<file path="config.mk">
export PLATFORM = sky130hd
export DESIGN_NAME = sram_host
export DESIGN_NICKNAME = d
export VERILOG_FILES = /design/src/hw/sram_host_pkg.sv /design/src/hw/sync2.sv /design/src/hw/sram_host.sv
export VERILOG_INCLUDE_DIRS = /design/src /design/src/hw
export SDC_FILE = /design/constraint.sdc
export NUM_CORES = 1
export LEC_CHECK = 0
export ABC_AREA = 1
export BUFFER_PORTS_ARGS = -buffer_cell sky130_fd_sc_hd__buf_2
export CAP_MARGIN = 20
export CORE_ASPECT_RATIO = 0.5
export CORE_MARGIN = 3
export CORE_UTILIZATION = 46
export CTS_BUF_LIST = sky130_fd_sc_hd__clkbuf_16
export CTS_CLUSTER_SIZE = 30
export DETAILED_ROUTE_END_ITERATION = 8
export PLACE_DENSITY = 0.74
export SYNTH_ARGS = -nofsm -noshare
export SYNTH_HDL_FRONTEND = slang
export SYNTH_SLANG_ARGS = --single-unit
</file>
<file path="constraint.sdc">
create_clock -name i_clk -period 1.3 [get_ports i_clk]
set_input_delay 0.065 -clock i_clk [delete_from_list [all_inputs] [get_ports i_clk]]
set_output_delay 0.065 -clock i_clk [all_outputs]
set_load 0.05 [all_outputs]
</file>
<file path="src/hw/sram_host_defs.svh">
// Timing counts and widths of the asynchronous SRAM controller.
`ifndef SRAM_HOST_DEFS_SVH
`define SRAM_HOST_DEFS_SVH

`define CLK_PERIOD_NS        10
`define WRITE_TO_FLOAT_NS    18
`define DATA_SETUP_NS        25
`define WRITE_PULSE_NS       35
`define ADDR_ACCESS_NS       45
`define DATA_HOLD_NS         0
// Least times round up to whole cycles; a zero time gives zero cycles.
`define CEIL_CYC(ns)         (((ns) + `CLK_PERIOD_NS - 1) / `CLK_PERIOD_NS)
`define WR_PULSE_CYC_RAW     `CEIL_CYC(`WRITE_TO_FLOAT_NS + `DATA_SETUP_NS)
`define WR_MIN_CYC           `CEIL_CYC(`WRITE_PULSE_NS)
`define WR_PULSE_CYC         ((`WR_PULSE_CYC_RAW > `WR_MIN_CYC) ? `WR_PULSE_CYC_RAW : `WR_MIN_CYC)
`define RD_ACCESS_CYC        `CEIL_CYC(`ADDR_ACCESS_NS)
// Float time before the data bus is released back after a read.
`define RD_FLOAT_CYC         `CEIL_CYC(`WRITE_TO_FLOAT_NS)
`define HOLD_CYC             1
`define ADDR_W               20
`define DATA_W               16
`define CNT_W                4

`endif

</file>
<file path="src/hw/sram_host_pkg.sv">
// Types shared by the asynchronous SRAM controller.
package sram_host_pkg;
   typedef enum logic [2:0]
   {
      st_idle   = 3'b000,
      st_setup  = 3'b001,
      st_strobe = 3'b011,
      st_hold   = 3'b010,
      st_float  = 3'b110
   } host_state_t;
endpackage : sram_host_pkg

</file>
<file path="src/hw/sync2.sv">
// Two flip-flop synchroniser for pin inputs.
`timescale 1ns/1ns
module sync2 #(parameter int WIDTH = 1)
(
   input  wire logic             i_clk,
   input  wire logic             i_en,
   input  wire logic [WIDTH-1:0] i_d,
   output logic      [WIDTH-1:0] o_q
);
   logic [WIDTH-1:0] meta_q;

   always_ff @(posedge i_clk)
   begin
      if (i_en)
      begin
         meta_q <= i_d;
         o_q    <= meta_q;
      end
   end
endmodule : sync2

</file>
<file path="src/hw/sram_host.sv">
// Controller that drives an asynchronous SRAM through its pins.
`timescale 1ns/1ns
`include "sram_host_defs.svh"
module sram_host
   import sram_host_pkg::*;
(
   input  wire logic                i_clk,
   input  wire logic                i_rst,
   input  wire logic                i_ce,
   input  wire logic                i_wide,
   input  wire logic                i_req,
   input  wire logic                i_we,
   input  wire logic [`ADDR_W-1:0]  i_addr,
   input  wire logic [`DATA_W-1:0]  i_wdata,
   input  wire logic [1:0]          i_lanes,
   output logic                     o_busy,
   output logic                     o_done,
   output logic [`DATA_W-1:0]       o_rdata,
   output logic                     o_rerr,
   output logic [`ADDR_W-1:0]       o_addr,
   output logic                     o_select_active_low,
   output logic                     o_select_active_high,
   output logic                     o_we_n,
   output logic                     o_oe_n,
   output logic                     o_upper_lane_enable_n,
   output logic                     o_lower_lane_enable_n,
   output logic                     o_width_sel,
   output logic [`DATA_W-1:0]       o_dq,
   output logic                     o_dq_oe,
   input  wire logic [`DATA_W-1:0]  i_dq,
   input  wire logic                i_err
);

   // ********************************************************************
   // Pin sampling
   // ********************************************************************
   logic [`DATA_W:0] pin_s;

   sync2 #(.WIDTH(`DATA_W + 1)) u_sync
   (
      .i_clk (i_clk),
      .i_en  (i_ce),
      .i_d   ({i_err, i_dq}),
      .o_q   (pin_s)
   );

   // ********************************************************************
   // Sequencer
   // ********************************************************************
   host_state_t            state_q;
   logic [`CNT_W-1:0]      cnt_q;
   logic                   wr_q;
   logic                   wide_q;
   logic [1:0]             lanes_q;
   logic [`DATA_W-1:0]     wdata_q;

   // The count runs from the full pulse length down to zero; the strobe is low
   // while it is above zero, so it lasts exactly the pulse length in cycles.
   localparam logic [`CNT_W-1:0] WR_CNT = `CNT_W'(`WR_PULSE_CYC);
   // One extra cycle covers the input synchroniser delay.
   localparam logic [`CNT_W-1:0] RD_CNT = `CNT_W'(`RD_ACCESS_CYC + 1);
   localparam logic [`CNT_W-1:0] FL_CNT = `CNT_W'(`RD_FLOAT_CYC - 1);

   // The width strap is caught on every enabled idle cycle and held through an access.
   always_ff @(posedge i_clk)
   begin
      if (i_rst)
         wide_q <= 1'b1;
      else if (i_ce && state_q == st_idle)
         wide_q <= i_wide;
   end

   always_ff @(posedge i_clk)
   begin
      if (i_rst)
      begin
         state_q <= st_idle;
         cnt_q   <= '0;
         wr_q    <= 1'b0;
         lanes_q <= 2'b00;
         wdata_q <= '0;
      end
      else if (i_ce)
      begin
         unique case (state_q)
            st_idle:
            begin
               // A request with no lane enabled in wide mode would do nothing.
               if (i_req && (!wide_q || i_lanes != 2'b00))
               begin
                  wr_q    <= i_we;
                  lanes_q <= wide_q ? i_lanes : 2'b01;
                  wdata_q <= i_wdata;
                  state_q <= st_setup;
               end
            end
            st_setup:
            begin
               cnt_q   <= wr_q ? WR_CNT : RD_CNT;
               state_q <= st_strobe;
            end
            st_strobe:
            begin
               if (cnt_q != '0)
                  cnt_q <= cnt_q - `CNT_W'(1);
               else
                  state_q <= st_hold;
            end
            st_hold:
            begin
               cnt_q   <= FL_CNT;
               state_q <= wr_q ? st_idle : st_float;
            end
            st_float:
            begin
               if (cnt_q != '0)
                  cnt_q <= cnt_q - `CNT_W'(1);
               else
                  state_q <= st_idle;
            end
            default:
               state_q <= st_idle;
         endcase
      end
   end

   // ********************************************************************
   // Pin drive
   // ********************************************************************
   logic act;
   assign act = (state_q == st_setup) || (state_q == st_strobe);

   always_ff @(posedge i_clk)
   begin
      if (i_rst)
      begin
         o_select_active_low   <= 1'b1;
         o_select_active_high  <= 1'b0;
         o_we_n                <= 1'b1;
         o_oe_n                <= 1'b1;
         o_upper_lane_enable_n <= 1'b1;
         o_lower_lane_enable_n <= 1'b1;
         o_addr                <= '0;
         o_width_sel           <= 1'b1;
      end
      else if (i_ce)
      begin
         o_width_sel <= wide_q;
         if (state_q == st_idle && i_req)
            o_addr <= i_addr;
         // Both selects are asserted together for the access.
         o_select_active_low  <= !(act || state_q == st_hold);
         o_select_active_high <= act || state_q == st_hold;
         // The write strobe is the first to rise and so ends the write, with
         // selects and lanes held two cycles longer.
         o_we_n <= !(wr_q && state_q == st_strobe && cnt_q != '0);
         // Output drive stays high in writes so the device never fights us.
         o_oe_n <= !(!wr_q && (act || state_q == st_hold));
         o_upper_lane_enable_n <= !((act || state_q == st_hold) && lanes_q[1]);
         o_lower_lane_enable_n <= !((act || state_q == st_hold) && lanes_q[0]);
      end
   end

   // Data is driven through the strobe and one cycle past its rise, so setup
   // and hold refer to the terminating write-strobe edge.
   always_ff @(posedge i_clk)
   begin
      if (i_rst)
      begin
         o_dq    <= '0;
         o_dq_oe <= 1'b0;
      end
      else if (i_ce)
      begin
         o_dq    <= wdata_q;
         o_dq_oe <= wr_q && (state_q == st_strobe);
      end
   end

   // ********************************************************************
   // Read return
   // ********************************************************************
   always_ff @(posedge i_clk)
   begin
      if (i_rst)
      begin
         o_rdata <= '0;
         o_rerr  <= 1'b0;
         o_done  <= 1'b0;
         o_busy  <= 1'b0;
      end
      else if (i_ce)
      begin
         o_done <= (state_q == st_hold);
         o_busy <= (state_q != st_idle) || i_req;
         if (state_q == st_hold && !wr_q)
         begin
            // Disabled lanes read as zero.
            o_rdata[7:0]  <= lanes_q[0] ? pin_s[7:0]  : 8'h00;
            o_rdata[15:8] <= (lanes_q[1] && wide_q) ? pin_s[15:8] : 8'h00;
            o_rerr        <= pin_s[`DATA_W];
         end
      end
   end
endmodule : sram_host

</file>
==> flow_metrics.py, run 1 <==
metrics = {
    "route": {
        "wl_met1_mm": 4.96,
        "drt_iter0_drc": 225,
        "viasPerCell": 4.84,
        "num_vias": 4117,
        "drcViolationCount": 0,
        "routed.top_layer": "met4",
        "avgRoutedWirePerCell_um": 13.9,
        "wl_met2_mm": 5.93,
        "final_antenna_net_count": 0,
        "wirelength_mm": 11.8,
        "firstDrtPassIters": 5,
        "wl_met3_um": 563,
    },
    "logic_synthesis": {
        "netlist_area_um2": 4480,
        "synth_top_area_share_pct": 40.2,
        "avgSynthCellArea_um2": 9.00,
        "synth_nets": 560,
        "ys_seq_elements": 124,
        "synth_warnings": 0,
        "synthDistinctLibCells": 28,
        "synth-edff-count": 34,
        "synthFlopType": "dfxtp_1",
        "yosysSeqAreaShare_pct": 63.0,
        "yosys.area.top_type": "dfxtp_1",
        "syn-instance-count": 498,
        "synthArstFlopShare_pct": 0,
        "synthTopCellsByArea": "dfxtp_1 (40%), edfxtp_1 (23%), nand2_1 (9.3%)",
    },
    "clocking": {
        "clockBufferDepth": 2,
        "cts_max_level": 4,
        "clk_latency_ps": 410,
        "cts_sinks": 124,
        "root_buffer": "clkbuf_16",
        "cts_tree": "done",
        "clk_pin_slew_ps": 60,
        "cts_inserted_buffers": 17,
    },
    "timing": {
        "fin_crit_ps": 1380,
        "rsz0062_at_grt": "true",
        "fin_skew_ps": 4.77,
        "maxSlewHeadroom_pct": 66.7,
        "fmax_mhz": 726,
        "final.period_utilization_pct": 106,
        "finalSetupViolCount": 19,
        "drv_slew": 0,
        "setup_slack_ps": -77.6,
        "setup_tns_ps": -407,
        "tightest_slew_ps": 500,
        "final-hold-violation-count": 0,
    },
    "floorplan": {
        "die_w_um": 146,
        "core_um2": 9100,
        "start_util_pct": 49.3,
        "io-pin-count": 124,
        "rows": 24,
        "die_y_um": 75.8,
        "die_area_um2": 11000,
    },
    "power": {
        "powerDensity_nw_per_um2": 1610,
        "p_leak_nw": 3.00,
        "ir_drop_v": 0.00117,
        "power_mw": 10.9,
    },
    "final_layout": {
        "fin_cells": 850,
        "drive_gt1_share_pct": 32.2,
        "num-fill-cells": 589,
        "fin_nets": 769,
        "fin_util_pct": 74.4,
        "area_growth_pct": 50.9,
        "antenna_cells": 0,
    },
    "run_status": {
        "status": "finished, violations left",
        "violations": "setup timing",
    },
    "global_route": {
        "grt_pass1_vias": 3976,
        "grt_use_total_pct": 21.0,
        "grt_max_degree": 43,
        "antenna_found_initial": 0,
        "gr-total-overflow": 0,
        "grt_pass1_wl_mm": 18.4,
    },
    "place": {
        "dpl.hpwl_mm": 6.60,
        "numPortBuffers": 123,
        "dp.cells": 753,
        "gp_congestion": 0.785,
    },
    "critical_path": {
        "end_kind": "register",
        "worst_ep_required_time_ps": 1630,
        "worstRegToRegCells": 8,
        "start_kind": "register",
        "cp.arrival_ps": 1700,
        "timing.rr.start": "state_q[1]",
        "worstPathMaxFanout": 6,
        "reg2reg_slack_ps": -80,
        "critPathKind": "reg2reg",
        "r2r_end": "wdata_q[1]",
    },
    "hold_path": {
        "hold_path_end": "lanes_q[0]",
        "hold_depth": 5,
        "min_path_type": "in2reg",
        "min-delay-start": "i_lanes[0]",
    },
    "run": {
        "max_cap_violations": 0,
    },
}
## kinds of logic after synthesis
group	Yosys count	synth area share, %
DFF	124	63.0
buffers and inverters	55	5.47
and+or+nand+nor	229	20.9
adders and majority gates	1	0.279
xor gates and xnor gates	1	0.195
AOI/OAI and AO/OA	88	10.2
## timing repair
action                     4_1_cts  5_1_grt
resized for setup               17       49
setup buffers                    2        3
setup endpoints to repair       60       58
hold endpoints to repair        57        0
cloned                           1        2
pin swaps                        2       20
hold buffers                    57        0
## sequential cells by signal, indices dropped and copies added (netlist names), 2 cells and up
| register | flops |
|---|---|
| state_q | 3 |
| o_addr | 20 |
| o_dq | 16 |
| wdata_q | 16 |
| o_rdata | 16 |
| u_sync.o_q | 17 |
| lanes_q | 2 |
| u_sync.meta_q | 17 |
| cnt_q | 4 |
## cell usage in the layout (no fill, tap or decap), drive strengths merged
cell type | netlist | layout
a21oi | 43 | 43
nor2 | 92 | 92
o22ai | 2 | 2
edfxtp | 34 | 34
nand2 | 112 | 112
o221ai | 1 | 1
nand4 | 4 | 4
clkinv | 0 | 9
bufinv | 0 | 3
nor3 | 1 | 1
clkinvlp | 0 | 5
ha | 1 | 1
inv | 31 | 31
o21ai | 41 | 41
nand3 | 20 | 20
dlygate4sd3 | 0 | 57
xnor2 | 1 | 1
buf | 11 | 154
clkbuf | 13 | 18
dfxtp | 90 | 90
a21boi | 1 | 1
## worst max path at each step
stage	cells after the start	to	startpoint
6_report	8	wdata_q[1]	state_q[1]
2_1_floorplan	8	cnt_q[2]	cnt_q[0]
5_1_grt	8	wdata_q[1]	state_q[1]
4_1_cts	7	o_addr[12]	state_q[2]
3_3_place_gp	8	wdata_q[14]	state_q[2]
3_5_place_dp	8	cnt_q[1]	cnt_q[1]
## stage by stage
stage / hold WS, ps / setup WS, ps / instance area (µm²)
after global routing: 44.8 / -172 / 6770
after floorplan: 164 / 12.1 / 4480
after detailed placement: 243 / -74.1 / 5340
after global placement: 242 / -13.4 / 5340
final: 22.5 / -77.6 / 6770
after CTS: 7.65 / -15.2 / 6580
## Yosys cell counts (3+ instances only)
cell type	number
buf_2	5
nand3_2	3
buf_6	3
inv_1	23
inv_2	7
o21ai_0	40
clkbuf_1	13
nand4_1	4
nand2_1	111
a21oi_1	41
nand3_1	17
edfxtp_1	34
dfxtp_1	90
nor2_1	90
## where the power goes
part	leakage (nW)	total (mW)	internal [mW]	switching [mW]
registers	1.07	4.40	4.25	0.144
logic	1.65	1.78	0.691	1.09
clock network	0.283	4.72	3.01	1.72
## critical path: stages, from the launching register on
cell     delay [ps]
dfxtp_2         340
inv_2            80
nand2_4          70
nor2_4          130
nand2_4          80
nor2_8          220
buf_12          150
o21ai_1          50
nor2_1          170
## metal layers
| layer | track usage, % | vias to the layer above |
|---|---|---|
| li1 | - | 2047 |
| met1 | 25.0 | 1907 |
| met2 | 36.5 | 127 |
| met4 | 9.88 | 0 |
| met3 | 5.94 | 36 |
| met5 | 0 | - |
## area by class of cell
class / count / area (µm²) / share of cell area [%]
Sequential cell: 124 / 2830 / 41.8
Multi-Input combinational cell: 319 / 1540 / 22.7
Timing Repair Buffer: 212 / 1480 / 21.9
Clock buffer: 17 / 425 / 6.29
Clock inverter: 15 / 174 / 2.57
Tap cell: 130 / 163 / 2.40
Inverter: 31 / 139 / 2.05
Timing Repair inverter: 2 / 12.5 / 0.185
No activity file was read; power rests on OpenSTA's default activity.
==> run 2: changes to the inputs <==
PLACE_DENSITY = unset   (was 0.74)
PLACE_DENSITY_LB_ADDON = 0.1   (was unset)
==> run 2 against run 1 <==
Against the previous run:
- the flow now finishes without violations
- via count shrank 3.3%
- first-iteration DRC count shrank 28%
- wire length fell by 5.7%
- combinational power about the same
- maximum frequency rose by 9.3%
- utilization is 0.14 points lower
- die area unchanged
- flip-flop and latch count unchanged
- sequential share of layout area hardly changed
- final cell count increased by 0.47%
- clock skew increased by 4.0 ps
- setup slack gained 120 ps
- critical path type unchanged
- largest cell class unchanged
==> flow_metrics.py, run 2 (synthesized netlist as in run 1, its figures left out) <==
metrics = {
    "route": {
        "final_antenna_net_count": 0,
        "drcViolationCount": 0,
        "drt_iter0_drc": 161,
        "num_vias": 3982,
        "viasPerCell": 4.66,
        "avgRoutedWirePerCell_um": 13.0,
        "wirelength_mm": 11.1,
        "firstDrtPassIters": 4,
    },
    "global_route": {
        "antenna_found_initial": 0,
        "grt_pass1_vias": 3751,
        "grt_pass1_wl_mm": 17.8,
        "gr-total-overflow": 0,
        "grt_use_total_pct": 20.4,
        "grt_max_degree": 49,
    },
    "final_layout": {
        "fin_nets": 773,
        "antenna_cells": 0,
        "largest-register": "o_addr",
        "reg_top3": "o_addr (20), u_sync.meta_q (17), u_sync.o_q (17)",
        "num-fill-cells": 683,
        "fin_area_um2": 6750,
        "largest_reg_flops": 20,
        "area_growth_pct": 50.7,
        "drive_gt1_share_pct": 32.2,
        "fin_util_pct": 74.2,
        "final_common_cell": "buf_2",
        "fin_cells": 854,
        "layout_common_cells": "buf_2 (123), nand2_1 (102), dfxtp_1 (87)",
    },
    "floorplan": {
        "core_um2": 9100,
        "die_w_um": 146,
        "io-pin-count": 124,
        "rows": 24,
        "die_area_um2": 11000,
        "start_util_pct": 49.3,
        "die_y_um": 75.8,
    },
    "power": {
        "powerDensity_nw_per_um2": 1540,
        "power_mw": 10.4,
        "ir_drop_v": 0.000970,
        "p_leak_nw": 3.03,
    },
    "place": {
        "place_area_um2": 5420,
        "dpl.hpwl_mm": 6.79,
        "dp_slack_ps": -52.6,
        "dp.cells": 758,
        "gp_congestion": 0.817,
        "numPortBuffers": 123,
    },
    "timing": {
        "fin_skew_ps": 8.79,
        "maxSlewHeadroom_pct": 67.5,
        "tightest_slew_ps": 488,
        "drv_slew": 0,
        "setup_slack_ps": 40.1,
        "rsz0062_at_grt": "true",
        "worst_hold_slack_ps": 29.7,
        "final.period_utilization_pct": 96.9,
        "fin_crit_ps": 1260,
        "finalSetupViolCount": 0,
        "fmax_mhz": 794,
        "setup_tns_ps": 0,
        "final-hold-violation-count": 0,
    },
    "critical_path": {
        "start_kind": "register",
        "cp-startpoint": "state_q[1]",
        "end_kind": "register",
        "worst_ep_required_time_ps": 1640,
        "critPathKind": "reg2reg",
        "timing.rr.start": "state_q[1]",
        "cp.arrival_ps": 1600,
        "worstPathMaxFanout": 8,
    },
    "clocking": {
        "clk_latency_ps": 400,
        "cts_inserted_buffers": 17,
        "clockBufferDepth": 2,
        "cts_tree": "done",
        "cts_sinks": 124,
        "root_buffer": "clkbuf_16",
        "cts_max_level": 4,
        "clk_pin_slew_ps": 60,
    },
    "run_status": {
        "status": "finished clean",
    },
    "hold_path": {
        "min_path_type": "in2reg",
        "min-delay-start": "i_lanes[0]",
    },
    "run": {
        "max_cap_violations": 0,
    },
}
-- run 2: changes by cell type in the layout (fill, tap and decap cells not counted), sizes merged --
cell	delta
bufinv	-2
buf	+5
clkinvlp	-1
clkinv	+2
-- run 2: repair_timing --
item / CTS / global route
setup endpoints to repair: 40 / 64
buffers inserted: 0 / 5
hold buffers: 57 / 0
gates resized for setup: 12 / 46
endpoints found under the hold margin: 57 / 0
pin swaps: 2 / 9
gates cloned: 0 / 2
-- run 2: final timing paths --
kind / to / slack, ps / depth (start not counted)
setup / recovery: lanes_q[0] / 40 / 8
hold / removal: lanes_q[0] / 30 / 5
setup reg to reg: lanes_q[0] / 40 / 8
hold reg to reg: u_sync.o_q[7] / 410 / 0
-- run 2: where the power goes --
part / switching (mW) / internal, mW / total [mW]
logic: 1.06 / 0.718 / 1.77
registers: 0.134 / 4.25 / 4.39
clock network: 1.63 / 2.58 / 4.21
total: 2.82 / 7.55 / 10.4
-- run 2: cell type report --
cell class / count / area, µm² / share of cell area [%]
Tap cell: 130 / 163 / 2.41
Sequential cell: 124 / 2830 / 41.9
Inverter: 31 / 131 / 1.95
Clock inverter: 15 / 109 / 1.61
Timing Repair Buffer: 217 / 1550 / 23.0
Timing Repair inverter: 1 / 5.00 / 0.0741
Clock buffer: 17 / 425 / 6.30
Multi-Input combinational cell: 319 / 1540 / 22.8
-- run 2: critical path: stages (launching register included) --
cell	delay (ps)
dfxtp_2	330
inv_2	80
nand2_4	80
nor2_4	130
nand2_4	80
nor2_8	170
buf_6	150
nand2_2	50
a21oi_2	120
-- run 2: routing by layer --
metal / GRT usage, % / wire, µm / up-vias
met2: 33.3 / 5080 / 106
met5: 0 / 0 / -
met1: 26.4 / 5330 / 1812
met3: 6.18 / 627 / 8
li1: - / - / 2056
met4: 7.57 / 98 / 0
==> run 3: changes to the inputs <==
SETUP_SLACK_MARGIN = 0.4   (was unset)
==> run 3 against run 2 <==
Against the previous run:
- the run now ends with setup timing left
- die area is the same
- critical path type unchanged
- clock power grew 13%
- largest cell class unchanged
- utilization grew 13 points
- highest routed layer unchanged
- critical endpoint is now o_rdata[3]
- sequential share of layout area shrank 5.3 points
- first-iteration DRC count grew 87%
- combinational power grew 28%
- setup slack lost 120 ps
- register-to-register slack lost 120 ps
- sequential power grew 2%
- flip-flop and latch count is the same
==> flow_metrics.py, run 3 (synthesized netlist as in run 1, its figures left out) <==
metrics = {
    "floorplan": {
        "start_util_pct": 49.3,
        "die_area_um2": 11000,
        "die_w_um": 146,
        "die_y_um": 75.8,
        "core_um2": 9100,
        "io-pin-count": 124,
        "rows": 24,
    },
    "timing": {
        "fin_skew_ps": 8.90,
        "fin_crit_ps": 1380,
        "final-hold-violation-count": 0,
        "finalSetupViolCount": 16,
        "setup_tns_ps": -456,
        "maxSlewHeadroom_pct": 61.8,
        "final.period_utilization_pct": 107,
        "setup_slack_ps": -84.5,
        "tightest_slew_ps": 574,
        "fmax_mhz": 722,
        "drv_slew": 0,
        "rsz0062_at_grt": "true",
    },
    "global_route": {
        "gr-usage-met3_pct": 6.00,
        "antenna_found_initial": 0,
        "grt.met1_usage_pct": 27.5,
        "use_met2_pct": 42.9,
        "grt.busiest_layer": "met2",
        "grt_pass1_vias": 4108,
        "grt_use_total_pct": 23.5,
        "grt_pass1_wl_mm": 20.1,
        "grt_max_degree": 49,
        "gr-total-overflow": 0,
    },
    "clocking": {
        "root_buffer": "clkbuf_16",
        "cts_tree": "done",
        "clk_pin_slew_ps": 60,
        "clk_latency_ps": 410,
        "clockBufferDepth": 2,
        "cts_max_level": 4,
        "cts_inserted_buffers": 17,
        "cts_sinks": 124,
    },
    "route": {
        "final_antenna_net_count": 0,
        "viasPerCell": 5.07,
        "drcViolationCount": 0,
        "num_vias": 4433,
        "drt_iter0_drc": 301,
        "avgRoutedWirePerCell_um": 16.8,
        "wirelength_mm": 14.7,
        "firstDrtPassIters": 4,
    },
    "critical_path": {
        "critPathKind": "reg2reg",
        "end_kind": "register",
        "worstPathMaxFanout": 17,
        "worst_ep_required_time_ps": 1610,
        "worstRegToRegCells": 7,
        "worstPathCellList": "buf_6, nand3_2, inv_2, nand3_4, clkinv_8, nand3_1, a21oi_1",
        "cp-startpoint": "state_q[1]",
        "cp.arrival_ps": 1700,
        "reg2reg_slack_ps": -80,
        "crit_end": "o_rdata[3]",
        "start_kind": "register",
        "r2r_end": "o_rdata[3]",
        "timing.rr.start": "state_q[1]",
        "crit_path_top_delay_cell": "dfxtp_4",
        "critical-path-max-stage-delay_ps": 380,
    },
    "place": {
        "dp_slack_ps": 24.5,
        "numPortBuffers": 123,
        "dpl.hpwl_mm": 6.95,
        "gp_congestion": 0.886,
    },
    "power": {
        "powerDensity_nw_per_um2": 1440,
        "ir_drop_v": 0.00120,
        "p_leak_nw": 3.40,
    },
    "final_layout": {
        "fin_nets": 794,
        "layout_common_cells": "nand2_1 (89), nor2_1 (89), dfxtp_2 (64), buf_8 (64), buf_2 (60)",
        "drive_gt1_share_pct": 48.6,
        "reg_top3": "o_addr (20), u_sync.meta_q (17), u_sync.o_q (17)",
        "antenna_cells": 0,
        "area_growth_pct": 77.8,
        "largest_reg_flops": 20,
        "largest-register": "o_addr",
        "fin_util_pct": 87.6,
    },
    "run": {
        "max_cap_violations": 0,
    },
    "hold_path": {
        "min_path_type": "in2reg",
    },
    "run_status": {
        "violations": "setup timing",
        "status": "finished, violations left",
    },
}
[run 3: worst min-delay path by stage]
stage	from	endpoint	slack, ps	cells past startpoint
3_5_place_dp	i_dq[4]	u_sync.meta_q[4]	240	1
2_1_floorplan	i_dq[0]	u_sync.meta_q[0]	160	0
5_1_grt	i_ce	o_dq_oe	100	4
6_report	i_ce	o_dq_oe	80	4
3_3_place_gp	i_dq[2]	u_sync.meta_q[2]	240	1
4_1_cts	i_lanes[0]	lanes_q[0]	10	5
[run 3: area by class of cell]
type,instances,area (µm²)
multi-input cells,319,1730
repair buffers,239,2410
fillers,404,1130
clock inverters,15,173
inverters,31,151
flip-flops and latches,124,2920
clock buffers,17,425
well taps,130,163
[run 3: metrics by stage]
stage	instance area (µm²)	total power, mW	hold slack (ps)	instances
4_1_cts	7520	11.2	11.3	857
6_report	7970	11.5	77.5	875
3_5_place_dp	5410	5.88	243	745
3_3_place_gp	5410	5.86	242	745
2_1_floorplan	4590	5.44	164	498
5_1_grt	7970	11.9	96.5	875
[run 3: layer usage]
metal  part of all wire, %  wire length [µm]
met1                    41              6040
met2                    51              7540
met3                   5.5               817
met4                   2.4               348
met5                     0                 0
[run 3: what timing repair did]
| action | CTS | global route |
|---|---|---|
| resized for setup | 275 | 79 |
| cloned | 0 | 2 |
| hold buffers | 58 | 0 |
| buffers inserted | 22 | 16 |
| endpoints found under the hold margin | 57 | 0 |
| pin swaps | 20 | 19 |
| setup endpoints to repair | 134 | 136 |
[run 3: critical path: cells and delay by family, from the launching register on]
kind,cells,cell delay (ps)
buffers and inverters,3,340
AO/OA/AOI/OAI,1,240
AND/OR/NAND/NOR,3,320
flip-flops,1,380
[run 3: report_power, final]
| group | internal [mW] | total (mW) | switching (mW) |
|---|---|---|---|
| clock | 3.01 | 4.76 | 1.75 |
| combinational | 1.03 | 2.26 | 1.23 |
| sequential | 4.27 | 4.47 | 0.204 |
| total | 8.31 | 11.5 | 3.18 |
